### src/pacpd_consts.vh
// constants for the auxiliary control and phase detect block
`ifndef PACPD_CONSTS_VH
`define PACPD_CONSTS_VH
`define PACPD_AUX_WIDTH 8
`define PACPD_AUX_RESET 8'h00
`define PACPD_BIT_FP_OUT 2
`define PACPD_BIT_PWR_DOWN 3
`define PACPD_BIT_CNT_LOAD 4
`define PACPD_BIT_MODULUS_SELECT_OUT 5
`define PACPD_BIT_FC_OUT 6
`define PACPD_LOCK_ACC_WIDTH 8
`define PACPD_LOCK_THRESH 8'hC0
`endif

### src/pacpd_sync.v
// two-flop synchroniser for pin inputs
`timescale 1ns/1ps
module pacpd_sync #(
  parameter WIDTH = 1
) (
  input wire clk_i,
  input wire rst_i,
  input wire [WIDTH-1:0] d_i,
  output reg [WIDTH-1:0] q_o
);
  reg [WIDTH-1:0] meta;
  always @(posedge clk_i or posedge rst_i) begin
    if (rst_i) begin
      meta <= {WIDTH{1'b0}};
      q_o <= {WIDTH{1'b0}};
    end else begin
      meta <= d_i;
      q_o <= meta;
    end
  end
endmodule // pacpd_sync

### src/pacpd_pfd.v
// tri-state phase-frequency detector on synchronised divider edges
`timescale 1ns/1ps
module pacpd_pfd (
  input wire clk_i,
  input wire rst_i,
  input wire enable_i,
  input wire fp_rise_i,
  input wire fc_rise_i,
  output reg up_n_o,
  output reg down_n_o
);
  reg up;
  reg down;
  reg next_up;
  reg next_down;
  // ----------------------------------------
  // detector state
  // ----------------------------------------
  always @* begin
    next_up = up | fc_rise_i;
    next_down = down | fp_rise_i;
    if (!enable_i || (next_up && next_down)) begin
      next_up = 1'b0; // width tracks phase offset
      next_down = 1'b0;
    end
  end
  always @(posedge clk_i or posedge rst_i) begin
    if (rst_i) begin
      up <= 1'b0;
      down <= 1'b0;
      up_n_o <= 1'b1;
      down_n_o <= 1'b1;
    end else begin
      up <= next_up;
      down <= next_down;
      up_n_o <= ~next_up;
      down_n_o <= ~next_down;
    end
  end
endmodule // pacpd_pfd

### src/pacpd_top.v
// auxiliary control register, diagnostic mux, phase detector and lock detect
// Functional notes
// - each auxiliary bit acts when one, inactive when zero
// - bit 2 puts main divider output on diagnostic pin
// - bit 3 powers down all but programming interface
// - bit 4 loads counters immediately and continuously
// - bit 5 puts modulus select on diagnostic pin
// - bit 6 puts reference divider output on diagnostic pin
// - detector acts only on rising edges of both divided inputs
// - select high gives pump pulses, low gives detector outputs
// - main divider leading pulses down output low
// - reference divider leading pulses up output low
// - pulse width proportional to phase difference
// - up raises oscillator frequency, down lowers it
// - up enables pump source current, down enables sink
// - lock filter node is NAND of up and down outputs
// - lock pin is inverted integrated node, open drain
// - shifted byte loads into register on write strobe fall
// - register bits act only while enable input low
`timescale 1ns/1ps
`include "pacpd_consts.vh"
module pacpd_top (
  input wire CORE_CLK_I,
  input wire RST_I,
  input wire [7:0] SHIFT_DATA_I,
  input wire AUX_WRITE_STROBE_I,
  input wire AUX_ENABLE_N_I,
  input wire PUMP_OR_DETECTOR_SELECT_I,
  input wire MAIN_DIV_I,
  input wire REF_DIV_I,
  input wire MODULUS_SELECT_I,
  output reg DIAG_OUT_O,
  output reg POWER_DOWN_O,
  output reg COUNTER_LOAD_O,
  output reg PHASE_UP_N_O,
  output reg PHASE_DOWN_N_O,
  output reg PUMP_SOURCE_O,
  output reg PUMP_SINK_O,
  output reg LOCK_FILTER_NODE_O,
  output wire LOCK_INDICATOR_O,
  output reg LOCK_INDICATOR_OE_N_O,
  output wire [7:0] AUX_CONTROL_O
);

  // ----------------------------------------
  // local constants
  // ----------------------------------------
  localparam AUX_W = `PACPD_AUX_WIDTH;
  localparam ACC_W = `PACPD_LOCK_ACC_WIDTH;
  localparam [ACC_W-1:0] ACC_ZERO = {ACC_W{1'b0}};
  localparam [ACC_W-1:0] ACC_FULL = {ACC_W{1'b1}};
  localparam [ACC_W-1:0] ACC_STEP = {{(ACC_W-1){1'b0}}, 1'b1};
  localparam [ACC_W-1:0] ACC_THRESH = `PACPD_LOCK_THRESH;

  // ----------------------------------------
  // decode helpers
  // ----------------------------------------
  // one control bit, live only while enabled
  function aux_bit;
    input [AUX_W-1:0] word;
    input active;
    input integer pos;
    begin
      aux_bit = active & word[pos];
    end
  endfunction

  // diagnostic source; fixed priority only under misuse
  function diag_pick;
    input [AUX_W-1:0] word;
    input active;
    input fp;
    input modulus_select;
    input fc;
    begin
      diag_pick = 1'b0;
      if (aux_bit(word, active, `PACPD_BIT_FP_OUT)) begin
        diag_pick = fp;
      end else if (aux_bit(word, active, `PACPD_BIT_MODULUS_SELECT_OUT)) begin
        diag_pick = modulus_select;
      end else if (aux_bit(word, active, `PACPD_BIT_FC_OUT)) begin
        diag_pick = fc;
      end
    end
  endfunction

  // ----------------------------------------
  // pin synchronisers
  // ----------------------------------------
  wire [7:0] data_s;
  wire [5:0] pins_s;
  pacpd_sync #(.WIDTH(8)) u_sync_data (
    .clk_i(CORE_CLK_I),
    .rst_i(RST_I),
    .d_i(SHIFT_DATA_I),
    .q_o(data_s)
  );
  pacpd_sync #(.WIDTH(6)) u_sync_pins (
    .clk_i(CORE_CLK_I),
    .rst_i(RST_I),
    .d_i({AUX_WRITE_STROBE_I, AUX_ENABLE_N_I, PUMP_OR_DETECTOR_SELECT_I,
          MAIN_DIV_I, REF_DIV_I, MODULUS_SELECT_I}),
    .q_o(pins_s)
  );
  wire strobe_s = pins_s[5];
  wire enable_n_s = pins_s[4];
  wire pump_sel_s = pins_s[3];
  wire main_s = pins_s[2];
  wire ref_s = pins_s[1];
  wire modulus_select_s = pins_s[0];

  // ----------------------------------------
  // edge detection
  // ----------------------------------------
  localparam EDGE_COUNT = 3;
  localparam EDGE_REF = 0;
  localparam EDGE_MAIN = 1;
  localparam EDGE_STROBE = 2;
  wire [EDGE_COUNT-1:0] edge_now = {strobe_s, main_s, ref_s};
  wire [EDGE_COUNT-1:0] edge_last;

  genvar g;
  generate
    for (g = 0; g < EDGE_COUNT; g = g + 1) begin : g_edge
      // resets to the idle low level, so no false edge after reset
      reg last;
      always @(posedge CORE_CLK_I or posedge RST_I) begin
        if (RST_I) begin
          last <= 1'b0;
        end else begin
          last <= edge_now[g];
        end
      end
      assign edge_last[g] = last;
    end
  endgenerate

  wire strobe_fall = edge_last[EDGE_STROBE] & ~strobe_s;
  wire main_rise = main_s & ~edge_last[EDGE_MAIN];
  wire ref_rise = ref_s & ~edge_last[EDGE_REF];

  // ----------------------------------------
  // auxiliary control register
  // ----------------------------------------
  reg [AUX_W-1:0] aux_control;
  always @(posedge CORE_CLK_I or posedge RST_I) begin
    if (RST_I) begin
      aux_control <= `PACPD_AUX_RESET;
    end else if (strobe_fall) begin
      aux_control <= data_s; // reserved bits stored as written
    end
  end
  assign AUX_CONTROL_O = aux_control;

  // bits only act while enable is low; stored value kept otherwise
  wire aux_active = ~enable_n_s;
  wire pwr_down = aux_bit(aux_control, aux_active, `PACPD_BIT_PWR_DOWN);
  wire cnt_load = aux_bit(aux_control, aux_active, `PACPD_BIT_CNT_LOAD);

  // ----------------------------------------
  // phase detector
  // ----------------------------------------
  // detector idles while powered down
  wire up_n;
  wire down_n;
  pacpd_pfd u_pfd (
    .clk_i(CORE_CLK_I),
    .rst_i(RST_I),
    .enable_i(~pwr_down),
    .fp_rise_i(main_rise),
    .fc_rise_i(ref_rise),
    .up_n_o(up_n),
    .down_n_o(down_n)
  );

  // ----------------------------------------
  // diagnostic pin
  // ----------------------------------------
  reg next_diag;
  always @* begin
    // priority only matters under misuse, which is undefined
    next_diag = diag_pick(aux_control, aux_active, main_s, modulus_select_s, ref_s);
    if (pwr_down) begin
      next_diag = 1'b0;
    end
  end

  always @(posedge CORE_CLK_I or posedge RST_I) begin
    if (RST_I) begin
      DIAG_OUT_O <= 1'b0;
    end else begin
      DIAG_OUT_O <= next_diag;
    end
  end

  // ----------------------------------------
  // power down and counter load
  // ----------------------------------------
  always @(posedge CORE_CLK_I or posedge RST_I) begin
    if (RST_I) begin
      POWER_DOWN_O <= 1'b0;
    end else begin
      POWER_DOWN_O <= pwr_down;
    end
  end

  // counter load held off while powered down
  always @(posedge CORE_CLK_I or posedge RST_I) begin
    if (RST_I) begin
      COUNTER_LOAD_O <= 1'b0;
    end else begin
      COUNTER_LOAD_O <= cnt_load & ~pwr_down;
    end
  end

  // ----------------------------------------
  // detector pins
  // ----------------------------------------
  // pins idle high while the pump is selected
  always @(posedge CORE_CLK_I or posedge RST_I) begin
    if (RST_I) begin
      PHASE_UP_N_O <= 1'b1;
    end else begin
      PHASE_UP_N_O <= pump_sel_s ? 1'b1 : up_n;
    end
  end

  always @(posedge CORE_CLK_I or posedge RST_I) begin
    if (RST_I) begin
      PHASE_DOWN_N_O <= 1'b1;
    end else begin
      PHASE_DOWN_N_O <= pump_sel_s ? 1'b1 : down_n;
    end
  end

  // ----------------------------------------
  // charge pump switches
  // ----------------------------------------
  // source and sink never on together: the detector clears both
  always @(posedge CORE_CLK_I or posedge RST_I) begin
    if (RST_I) begin
      PUMP_SOURCE_O <= 1'b0;
    end else begin
      PUMP_SOURCE_O <= pump_sel_s & ~up_n;
    end
  end

  always @(posedge CORE_CLK_I or posedge RST_I) begin
    if (RST_I) begin
      PUMP_SINK_O <= 1'b0;
    end else begin
      PUMP_SINK_O <= pump_sel_s & ~down_n;
    end
  end

  // ----------------------------------------
  // lock filter node and integration
  // ----------------------------------------
  reg [ACC_W-1:0] lock_acc;
  reg [ACC_W-1:0] next_lock_acc;
  wire node_high = ~(up_n & down_n);

  always @(posedge CORE_CLK_I or posedge RST_I) begin
    if (RST_I) begin
      LOCK_FILTER_NODE_O <= 1'b0;
    end else begin
      LOCK_FILTER_NODE_O <= node_high;
    end
  end

  // saturating up/down count stands in for the external capacitor
  always @* begin
    next_lock_acc = lock_acc;
    if (node_high) begin
      if (lock_acc != ACC_FULL) begin
        next_lock_acc = lock_acc + ACC_STEP;
      end
    end else if (lock_acc != ACC_ZERO) begin
      next_lock_acc = lock_acc - ACC_STEP;
    end
  end

  always @(posedge CORE_CLK_I or posedge RST_I) begin
    if (RST_I) begin
      lock_acc <= ACC_ZERO;
    end else begin
      lock_acc <= next_lock_acc;
    end
  end

  // open drain pulls low while node integrates high
  always @(posedge CORE_CLK_I or posedge RST_I) begin
    if (RST_I) begin
      LOCK_INDICATOR_OE_N_O <= 1'b1;
    end else begin
      LOCK_INDICATOR_OE_N_O <= ~(lock_acc >= ACC_THRESH);
    end
  end

  // pin only ever pulls low; released it reads as locked
  assign LOCK_INDICATOR_O = 1'b0;
endmodule // pacpd_top

### config.mk
export PLATFORM = sky130hd
export DESIGN_NAME = pacpd_top
export DESIGN_NICKNAME = d
export VERILOG_FILES = /design/src/pacpd_sync.v /design/src/pacpd_pfd.v /design/src/pacpd_top.v
export VERILOG_INCLUDE_DIRS = /design/src
export SDC_FILE = /design/constraint.sdc
export NUM_CORES = 1
export LEC_CHECK = 0
export ABC_CLOCK_PERIOD_IN_PS = 5200
export BUFFER_PORTS_ARGS = -buffer_cell sky130_fd_sc_hd__buf_2
export CAP_MARGIN = 20
export CORE_MARGIN = 5
export CORE_UTILIZATION = 25
export CTS_CLUSTER_SIZE = 40
export DETAILED_ROUTE_END_ITERATION = 6
export PLACE_DENSITY_LB_ADDON = 0.15
export SLEW_MARGIN = 15
export SYNTH_ARGS = -nofsm -noshare
export SYNTH_HDL_FRONTEND = slang
export SYNTH_HIERARCHICAL = 1
export SYNTH_SLANG_ARGS = --single-unit
### constraint.sdc
create_clock -name CORE_CLK_I -period 5.2 [get_ports CORE_CLK_I]
set_input_delay 0.78 -clock CORE_CLK_I [delete_from_list [all_inputs] [get_ports CORE_CLK_I]]
set_output_delay 0.78 -clock CORE_CLK_I [all_outputs]
set_load 0.02 [all_outputs]
==> impl_metrics.env, run 1 <==
export IMPL_status="completed"
export IMPL_die_area_sq_mm=0.0101
export IMPL_hp_class="in -> async"
export IMPL_fin_cells=287
export IMPL_cts_hold_buffers=0
export IMPL_die_h_um=101
export IMPL_relSlewSlack=0.496
export IMPL_rows=33
export IMPL_grt_pass1_vias=1177
export IMPL_ctsResizeCount=0
export IMPL_grt_usage=0.0782
export IMPL_ys_top_cells_by_count="55 x dfrtp_1, 8 x mux2_2"
export IMPL_yosysWarningCount=6
export IMPL_synthesis_nets=156
export IMPL_synth_seq_area_share=0.734
export IMPL_area_growth_pct=23.4
export IMPL_first_pass_iters=4
export IMPL_cts_tree="done"
export IMPL_crit_slowest_cell="or4_4"
export IMPL_finalHoldViolations=0
export IMPL_n_antenna_cell=0
export IMPL_synth_cell_types=34
export IMPL_min_period_ns=1.97
export IMPL_die_x_um=101
export IMPL_finalCritPeriodShare=0.379
export IMPL_cpPeakStageDelay_ns=0.47
export IMPL_place_congestion=0.824
export IMPL_wl_mm=3.51
export IMPL_worst_pin_slew_ns=0.755
export IMPL_start_util=0.254
export IMPL_clk_latency_ns=0.33
export IMPL_routedWlPerCell_um=12.2
export IMPL_cp_cell_sequence="or3_1 > or4_4 > nor4_4 > o21ai_0"
export IMPL_yosys_area_top_type="dfrtp_1"
export IMPL_drive_gt1_frac=0.385
export IMPL_cts_setup_buffers=0
export IMPL_vias=1159
export IMPL_tns_ns=0
export IMPL_drtIter0Drc=56
export IMPL_ioPinCount=34
export IMPL_io_buffer_count=32
export IMPL_crit_type="reg -> reg"
export IMPL_end_kind="flip-flop"
export IMPL_grt_max_degree=29
export IMPL_worst_setup_path_start_kind="flip-flop"
export IMPL_syn_avg_cell_area_sq_um=14.8
export IMPL_async_reset_ff_frac=1.00
export IMPL_crit_required_ns=5.39
export IMPL_crit_arrival_ns=2.16
export IMPL_syn_area_sq_mm=0.00205
export IMPL_synthTopCellsByArea="dfrtp_1 67%, dfstp_2 6.4%, mux2_2 4.4%, xnor2_1 2.1%, nor2b_1 1.5%"
export IMPL_slew_violations=0
export IMPL_clock_fmax_mhz=508
export IMPL_total_leakage_power_uw=0.00113
export IMPL_ys_flop_type="dfrtp_1"
export IMPL_numPlacedInstances=272
export IMPL_crit_fanout=7
export IMPL_power_density_mw_per_mm2=498
export IMPL_cts_max_path_buffers=2
export IMPL_num_nets_final=195
export IMPL_cts_root_buffer="clkbuf_8"
export IMPL_rsz0062_at_grt="false"
export IMPL_synth_top_area_share=0.670
export IMPL_grt_overflow=0
export IMPL_final_util=0.313
export IMPL_routed_via_density=4.04
export IMPL_antenna_found_initial=0
export IMPL_dp_hpwl_mm=2.43
export IMPL_skew_ns=0.00626
export IMPL_drv_cap=0
export IMPL_cts_sinks=60
export IMPL_path_clk_slew_ns=0.06
export IMPL_grt_pass1_wl_mm=5.91
export IMPL_core_sq_mm=0.00809
export IMPL_drc=0
export IMPL_ys_seq_elements=60
export IMPL_netlist_instances=139
export IMPL_yosysMostFrequentCell="dfrtp_1"
export IMPL_vdd_drop_max_v=0.000189
export IMPL_cts_buffers=9
export IMPL_finalSetupViolCount=0
export IMPL_htree_num_levels=3
export IMPL_synth_edf_count=0
export IMPL_ant_nets=0
## worst max-delay path, delay by kind of cell (launching register included)
kind | cells | cell delay [ns]
AO/OA/AOI/OAI | 1 | 0.15
flip-flops | 1 | 0.46
AND/OR/NAND/NOR | 3 | 1.22
## through the flow
stage	total power [uW]	hold slack, ns	cell area, sq um	setup slack [ns]
after detailed placement	818	0.335	2320	3.25
after CTS	1280	0.333	2530	3.24
after global placement	812	0.332	2320	3.26
after floorplan	764	0.331	2050	3.39
after global routing	1330	0.354	2530	3.10
final	1260	0.347	2530	3.23
## worst paths after layout
kind | startpoint | to | slack, ns | cells after the start
min in group CORE_CLK_I | u_sync_pins/meta[0]$_DFF_PP0_ | u_sync_pins/q_o[0]$_DFF_PP0_ | 0.35 | 0
max | lock_acc[2]$_DFFE_PP0P_ | lock_acc[2]$_DFFE_PP0P_ | 3.23 | 4
max reg2reg | lock_acc[2]$_DFFE_PP0P_ | lock_acc[2]$_DFFE_PP0P_ | 3.23 | 4
min | RST_I | u_pfd/up$_DFF_PP0_ | 0.35 | 2
min reg2reg | u_sync_pins/meta[0]$_DFF_PP0_ | u_sync_pins/q_o[0]$_DFF_PP0_ | 0.35 | 0
max in group asynchronous | RST_I | u_sync_data/q_o[7]$_DFF_PP0_ | 4.25 | 2
## final cells by class
cell class | count | area [sq um]
clock inverter | 4 | 73.8
multi-input combinational | 69 | 497
tap | 105 | 131
clock buffer | 11 | 141
fill | 834 | 5560
timing repair buffer | 32 | 160
sequential | 60 | 1510
inverter | 6 | 22.5
## logic make-up (layout without fill, tap and decap cells)
group | Yosys count | count (layout) | share of synthesized area
xor+xnor | 5 | 5 | 0.0213
other cells | 1 | 1 | 0.00183
compound gates | 16 | 16 | 0.0475
buf+inv | 10 | 53 | 0.0238
mux | 8 | 8 | 0.0439
simple gates | 38 | 38 | 0.121
fa+ha+maj | 1 | 1 | 0.00609
flops | 60 | 60 | 0.734
## flip-flops by register name (all words and copies together), names as in the netlist, 3 cells and up
name              cells
AUX_CONTROL_O         8
lock_acc              8
u_sync_data/meta      8
u_sync_data/q_o       8
u_sync_pins/meta      6
u_sync_pins/q_o       6
g_edge.last           3
## metal layers
layer,up-vias,GRT usage,wire [um]
met5,-,0,0
met1,562,0.0898,1520
li1,541,-,-
met2,54,0.114,1620
met3,2,0.0505,360
met4,0,0.0342,10
## cell usage in the layout, fill, tap and decap left out, drive strengths merged, types with 2 or more instances in the layout
cell    instances
dfrtp          55
clkbuf         11
or3             2
dfstp           5
nand4           2
a21oi           7
nor2            3
clkinv          2
o21ai           6
xnor2           5
bufinv          2
nor2b           5
nand2           7
inv             6
or2             4
nand2b          2
and3b           2
nand3b          3
mux2            8
buf            32
nand3           4
## where the power goes
part	total [uW]	switching, uW	internal [uW]
Combinational	206	111	94.9
Sequential	607	69.0	538
Clock	448	168	280
Total	1260	348	913
No activity file was read; power rests on OpenSTA's default activity.
==> run 2: changes to the inputs <==
Settings changed: ABC_CLOCK_PERIOD_IN_PS 5200 to 1700.
Clock period 5.2 ns to 1.7 ns, I/O delays scaled along.
==> impl_metrics.env, run 2 (synthesis results as in run 1) <==
export IMPL_status="finished with violations"
export IMPL_violations="negative setup slack"
export IMPL_power_density_mw_per_mm2=1390
export IMPL_grt_pass1_vias=1331
export IMPL_crit_required_ns=1.90
export IMPL_vdd_drop_max_v=0.000569
export IMPL_power_switching_uw=1160
export IMPL_n_antenna_cell=0
export IMPL_hp_class="in -> reg"
export IMPL_finalCritPeriodShare=1.04
export IMPL_wl_mm=3.62
export IMPL_grt_pass1_wl_mm=6.18
export IMPL_antenna_found_initial=0
export IMPL_crit_fanout=5
export IMPL_intPower_uw=2590
export IMPL_total_leakage_power_uw=0.00120
export IMPL_clock_fmax_mhz=564
export IMPL_worst_setup_path_start_kind="flip-flop"
export IMPL_io_buffer_count=32
export IMPL_final_cell_mix="55 x dfrtp_1, 32 x buf_2, 11 x dlygate4sd3_1, 9 x clkbuf_8, 9 x buf_4"
export IMPL_worst_pin_slew_ns=0.598
export IMPL_min_period_ns=1.77
export IMPL_grt_overflow=0
export IMPL_fin_area_sq_mm=0.00269
export IMPL_first_pass_iters=4
export IMPL_dp_hpwl_mm=2.49
export IMPL_comb_power_share=0.216
export IMPL_drc=0
export IMPL_skew_ns=0.00604
export IMPL_cts_root_buffer="clkbuf_8"
export IMPL_regToRegSetupSlack_ns=-0.07
export IMPL_layout_setup_ws_ns=-0.0734
export IMPL_vias=1229
export IMPL_cts_tree="done"
export IMPL_r2r_end="lock_acc[0]$_DFFE_PP0P_"
export IMPL_cts_sinks=60
export IMPL_path_clk_slew_ns=0.07
export IMPL_ant_nets=0
export IMPL_min_to="u_sync_pins/meta[3]$_DFF_PP0_"
export IMPL_rr_startpoint="lock_acc[2]$_DFFE_PP0P_"
export IMPL_final_util=0.333
export IMPL_drtIter0Drc=46
export IMPL_place_congestion=0.876
export IMPL_crit_arrival_ns=1.98
export IMPL_die_x_um=101
export IMPL_die_h_um=101
export IMPL_routed_via_density=3.99
export IMPL_tns_ns=-0.458
export IMPL_p_sw_frac=0.310
export IMPL_finalSetupViolCount=7
export IMPL_final_common_cell="dfrtp_1"
export IMPL_p_seq_frac=0.485
export IMPL_end_kind="flip-flop"
export IMPL_ioPinCount=34
export IMPL_finalHoldViolations=0
export IMPL_rows=33
export IMPL_rsz0062_at_grt="true"
export IMPL_hold_depth=1
export IMPL_worstHoldStart="PUMP_OR_DETECTOR_SELECT_I"
export IMPL_drive_gt1_frac=0.404
export IMPL_die_area_sq_mm=0.0101
export IMPL_htree_num_levels=3
export IMPL_core_sq_mm=0.00809
export IMPL_area_growth_pct=31.2
export IMPL_cts_max_path_buffers=2
export IMPL_dpl_cell_area_sq_mm=0.00238
export IMPL_slew_violations=0
export IMPL_grt_max_degree=29
export IMPL_drv_cap=0
export IMPL_grt_usage=0.0819
export IMPL_relSlewSlack=0.601
export IMPL_routedWlPerCell_um=11.8
export IMPL_clk_latency_ns=0.33
export IMPL_ff2ff_path_depth=5
export IMPL_power_uw=3750
export IMPL_start_util=0.254
export IMPL_p_clk_frac=0.299
export IMPL_holdWs_ns=0.0222
export IMPL_cts_buffers=9
export IMPL_crit_type="reg -> reg"
export IMPL_num_nets_final=215
## run 2: cell count changes in the layout (fill, tap and decap cells not counted), sizes merged
cell and delta:
buf +9, inv +1, clkinvlp +2, dlygate4sd3 +11
bufinv -2, clkinv +1, clkbuf -1
## run 2: through the flow
step	std cells	worst slack (ns)
after floorplan	139	-0.110
after global placement	280	-0.136
after detailed placement	280	-0.112
after CTS	305	-0.0602
after global routing	308	-0.143
final	308	-0.0734
## run 2: what timing repair did
action / in CTS / in global routing
pin swaps: 0 / 2
endpoints found under the setup margin: 7 / 7
buffers inserted: 1 / 0
hold endpoints to repair: 21 / 3
cloned: 0 / 0
resized for setup: 3 / 3
hold buffers: 8 / 3
## run 2: final cells by class
| cell class | instances | area [sq um] |
|---|---|---|
| Fill cell | 832 | 5400 |
| Sequential cell | 60 | 1510 |
| Multi-Input combinational cell | 69 | 517 |
| Timing Repair Buffer | 52 | 338 |
| Tap cell | 105 | 131 |
| Clock buffer | 10 | 128 |
| Clock inverter | 6 | 50.0 |
| Inverter | 6 | 22.5 |
## run 2: power by group through the flow
stage	Clock [uW]	Sequential (uW)	Combinational, uW
finish	1120	1820	811
global route	1230	1850	913
CTS	1170	1810	803
detailed placement	0	1830	755
global placement	0	1830	747
floorplan	0	1890	449
## run 2: routing by layer
layer  vias to the layer above  routed length [um]  track usage
li1                        585                   -            -
met1                       597                1570       0.0917
met4                         0                  51       0.0373
met3                         8                 295       0.0471
met5                         -                   0            0
met2                        39                1700        0.126
## run 2: worst max path at each step
stage | startpoint | end | cells past startpoint | slack, ns
floorplan | lock_acc[2]$_DFFE_PP0P_ | lock_acc[2]$_DFFE_PP0P_ | 5 | -0.11
CTS | lock_acc[1]$_DFFE_PP0P_ | lock_acc[1]$_DFFE_PP0P_ | 5 | -0.06
detailed placement | u_pfd/up_n_o$_DFF_PP1_ | lock_acc[6]$_DFFE_PP0P_ | 8 | -0.11
global placement | lock_acc[2]$_DFFE_PP0P_ | lock_acc[3]$_DFFE_PP0P_ | 5 | -0.14
global route | lock_acc[1]$_DFFE_PP0P_ | lock_acc[0]$_DFFE_PP0P_ | 5 | -0.14
finish | lock_acc[2]$_DFFE_PP0P_ | lock_acc[0]$_DFFE_PP0P_ | 5 | -0.07
## run 2: critical path, cell delays in order, from the launching register on
cell	delay (ns)
dfrtp_1	0.41
or3_4	0.37
or4_4	0.46
nor4_4	0.17
buf_4	0.19
a21oi_1	0.04
==> run 3: changes to the inputs <==
Settings changed: ABC_AREA from default to 1, SKIP_LAST_GASP from default to 1.
==> impl_metrics.env, run 3 <==
export IMPL_yosysWarningCount=6
export IMPL_grt_pass1_wl_mm=7.99
export IMPL_path_buf_inv=2
export IMPL_crit_type="reg -> reg"
export IMPL_skew_ns=0.00768
export IMPL_place_congestion=0.746
export IMPL_fin_cells=416
export IMPL_grt_max_degree=18
export IMPL_ioPinCount=34
export IMPL_total_leakage_power_uw=0.00158
export IMPL_routed_via_density=3.89
export IMPL_vias=1620
export IMPL_tns_ns=0
export IMPL_cpPeakStageDelay_ns=0.59
export IMPL_synthesis_nets=246
export IMPL_synthTopCellsByArea="dfrtp_1 57%, inv_1 5.9%, nand2_1 5.8%, dfstp_2 5.5%, nand3_1 4.6%"
export IMPL_numPlacedInstances=390
export IMPL_status="completed"
export IMPL_end_kind="flip-flop"
export IMPL_slew_violations=0
export IMPL_clk_latency_ns=0.33
export IMPL_antenna_found_initial=0
export IMPL_netlist_instances=229
export IMPL_grt_pass1_vias=1616
export IMPL_synth_top_area_share=0.572
export IMPL_crit_arrival_ns=1.79
export IMPL_n_antenna_cell=0
export IMPL_drive_gt1_frac=0.341
export IMPL_power_density_mw_per_mm2=1580
export IMPL_start_util=0.258
export IMPL_dp_slack_ns=0.0671
export IMPL_fillerInstances=945
export IMPL_cts_tree="done"
export IMPL_final_common_cell="dfrtp_1"
export IMPL_area_growth_pct=28.5
export IMPL_core_sq_mm=0.00933
export IMPL_yosys_area_top_type="dfrtp_1"
export IMPL_min_period_ns=1.57
export IMPL_ys_seq_elements=60
export IMPL_syn_avg_cell_area_sq_um=10.5
export IMPL_rows=35
export IMPL_finalHoldViolations=0
export IMPL_synth_seq_area_share=0.627
export IMPL_cts_buffers=9
export IMPL_drv_cap=0
export IMPL_clock_fmax_mhz=636
export IMPL_async_reset_ff_frac=1.00
export IMPL_htree_num_levels=3
export IMPL_num_nets_final=300
export IMPL_wl_mm=4.78
export IMPL_die_x_um=108
export IMPL_syn_area_sq_mm=0.00241
export IMPL_ys_top_cells_by_count="55 x dfrtp_1, 38 x inv_1, 37 x nand2_1"
export IMPL_final_cell_mix="55 x dfrtp_1, 36 x inv_1, 33 x nand2_1, 32 x buf_2, 20 x nand3_1"
export IMPL_ant_nets=0
export IMPL_cts_max_path_buffers=2
export IMPL_layout_setup_ws_ns=0.126
export IMPL_drc=0
export IMPL_relSlewSlack=0.603
export IMPL_worst_pin_slew_ns=0.595
export IMPL_ys_flop_type="dfrtp_1"
export IMPL_finalSetupViolCount=0
export IMPL_crit_required_ns=1.91
export IMPL_crit_slowest_cell="dfstp_2"
export IMPL_dp_hpwl_mm=3.43
export IMPL_first_pass_iters=4
export IMPL_synth_edf_count=0
export IMPL_vdd_drop_max_v=0.000549
export IMPL_io_buffer_count=32
export IMPL_crit_family="simple AND/OR/NAND/NOR gates"
export IMPL_cp_cell_sequence="buf_4 > nand3_1 > nand2_2 > buf_4 > nor2_2 > nand3_2 > nand3b_1 > nand3_1 > nand2_1"
export IMPL_grt_overflow=0
export IMPL_routedWlPerCell_um=11.5
export IMPL_crit_fanout=5
export IMPL_finalCritPeriodShare=0.926
export IMPL_cts_root_buffer="clkbuf_8"
export IMPL_die_area_sq_mm=0.0117
export IMPL_yosysMostFrequentCell="dfrtp_1"
export IMPL_drtIter0Drc=46
export IMPL_hp_class="in -> reg"
export IMPL_die_h_um=108
export IMPL_cts_sinks=60
export IMPL_grt_usage=0.0915
export IMPL_worst_setup_path_start_kind="flip-flop"
export IMPL_path_clk_slew_ns=0.07
export IMPL_synth_cell_types=31
run 3: cell type report:
class,instances,area (sq um),share of cell area
Timing Repair Buffer,48,309,0.0999
Sequential cell,60,1510,0.487
Clock buffer,12,165,0.0534
Inverter,42,160,0.0518
Multi-Input combinational cell,122,721,0.233
Clock inverter,3,68.8,0.0222
Tap cell,129,161,0.0522
run 3: power by group:
part	total, uW	internal [uW]	switching (uW)
Clock	1490	940	551
Sequential	1840	1650	190
Combinational	1560	627	933
run 3: metrics by stage:
| stage | power (uW) | instance area [sq um] | utilization | hold slack [ns] |
|---|---|---|---|---|
| after floorplan | 2900 | 2410 | - | 0.0196 |
| after global placement | 3240 | 2720 | 0.292 | 0.190 |
| after detailed placement | 3220 | 2720 | 0.292 | 0.194 |
| after CTS | 4770 | 3000 | 0.321 | 0.00151 |
| after global routing | 5270 | 3090 | 0.332 | 0.000665 |
| final | 4890 | 3090 | 0.332 | 0.0263 |
run 3: worst paths after layout:
kind / startpoint / cells past startpoint / end / slack [ns]
min in group asynchronous: RST_I / 3 / u_pfd/up$_DFF_PP0_ / 0.39
max in group asynchronous: RST_I / 4 / COUNTER_LOAD_O$_DFF_PP0_ / 0.68
max: u_pfd/down_n_o$_DFF_PP1_ / 9 / lock_acc[6]$_DFFE_PP0P_ / 0.13
max reg2reg: u_pfd/down_n_o$_DFF_PP1_ / 9 / lock_acc[6]$_DFFE_PP0P_ / 0.13
min reg2reg: u_sync_data/meta[7]$_DFF_PP0_ / 0 / u_sync_data/q_o[7]$_DFF_PP0_ / 0.35
min: MAIN_DIV_I / 1 / u_sync_pins/meta[2]$_DFF_PP0_ / 0.03
run 3: timing repair:
item,in CTS,in global routing
setup endpoints to repair,0,5
hold endpoints to repair,17,1
setup buffers,0,6
gates resized for setup,0,12
hold buffers,4,1
run 3: kinds of logic (layout without fill, tap and decap cells):
family | Yosys count | after routing | share of synthesized area
simple gates | 102 | 102 | 0.218
compound gates | 13 | 13 | 0.0369
buf+inv | 47 | 105 | 0.0894
flops | 60 | 60 | 0.627
mux | 4 | 4 | 0.0187
xor+xnor | 1 | 1 | 0.00364
other cells | 1 | 1 | 0.00156
fa+ha+maj | 1 | 1 | 0.00520
run 3: worst register-to-register path: cells and delay by family (launching register included):
kind	cells	cell delay, ns
and+or+nand+nor	7	0.59
DFF	1	0.59
buffers and inverters	2	0.28
run 3: routing by layer:
layer | vias up | part of all wire | wire length, um | GRT usage
met5 | - | 0 | 0 | 0
met4 | 0 | 0.014 | 69 | 0.0433
met3 | 7 | 0.063 | 302 | 0.0376
met2 | 45 | 0.47 | 2230 | 0.142
met1 | 755 | 0.46 | 2180 | 0.111
li1 | 813 | - | - | -
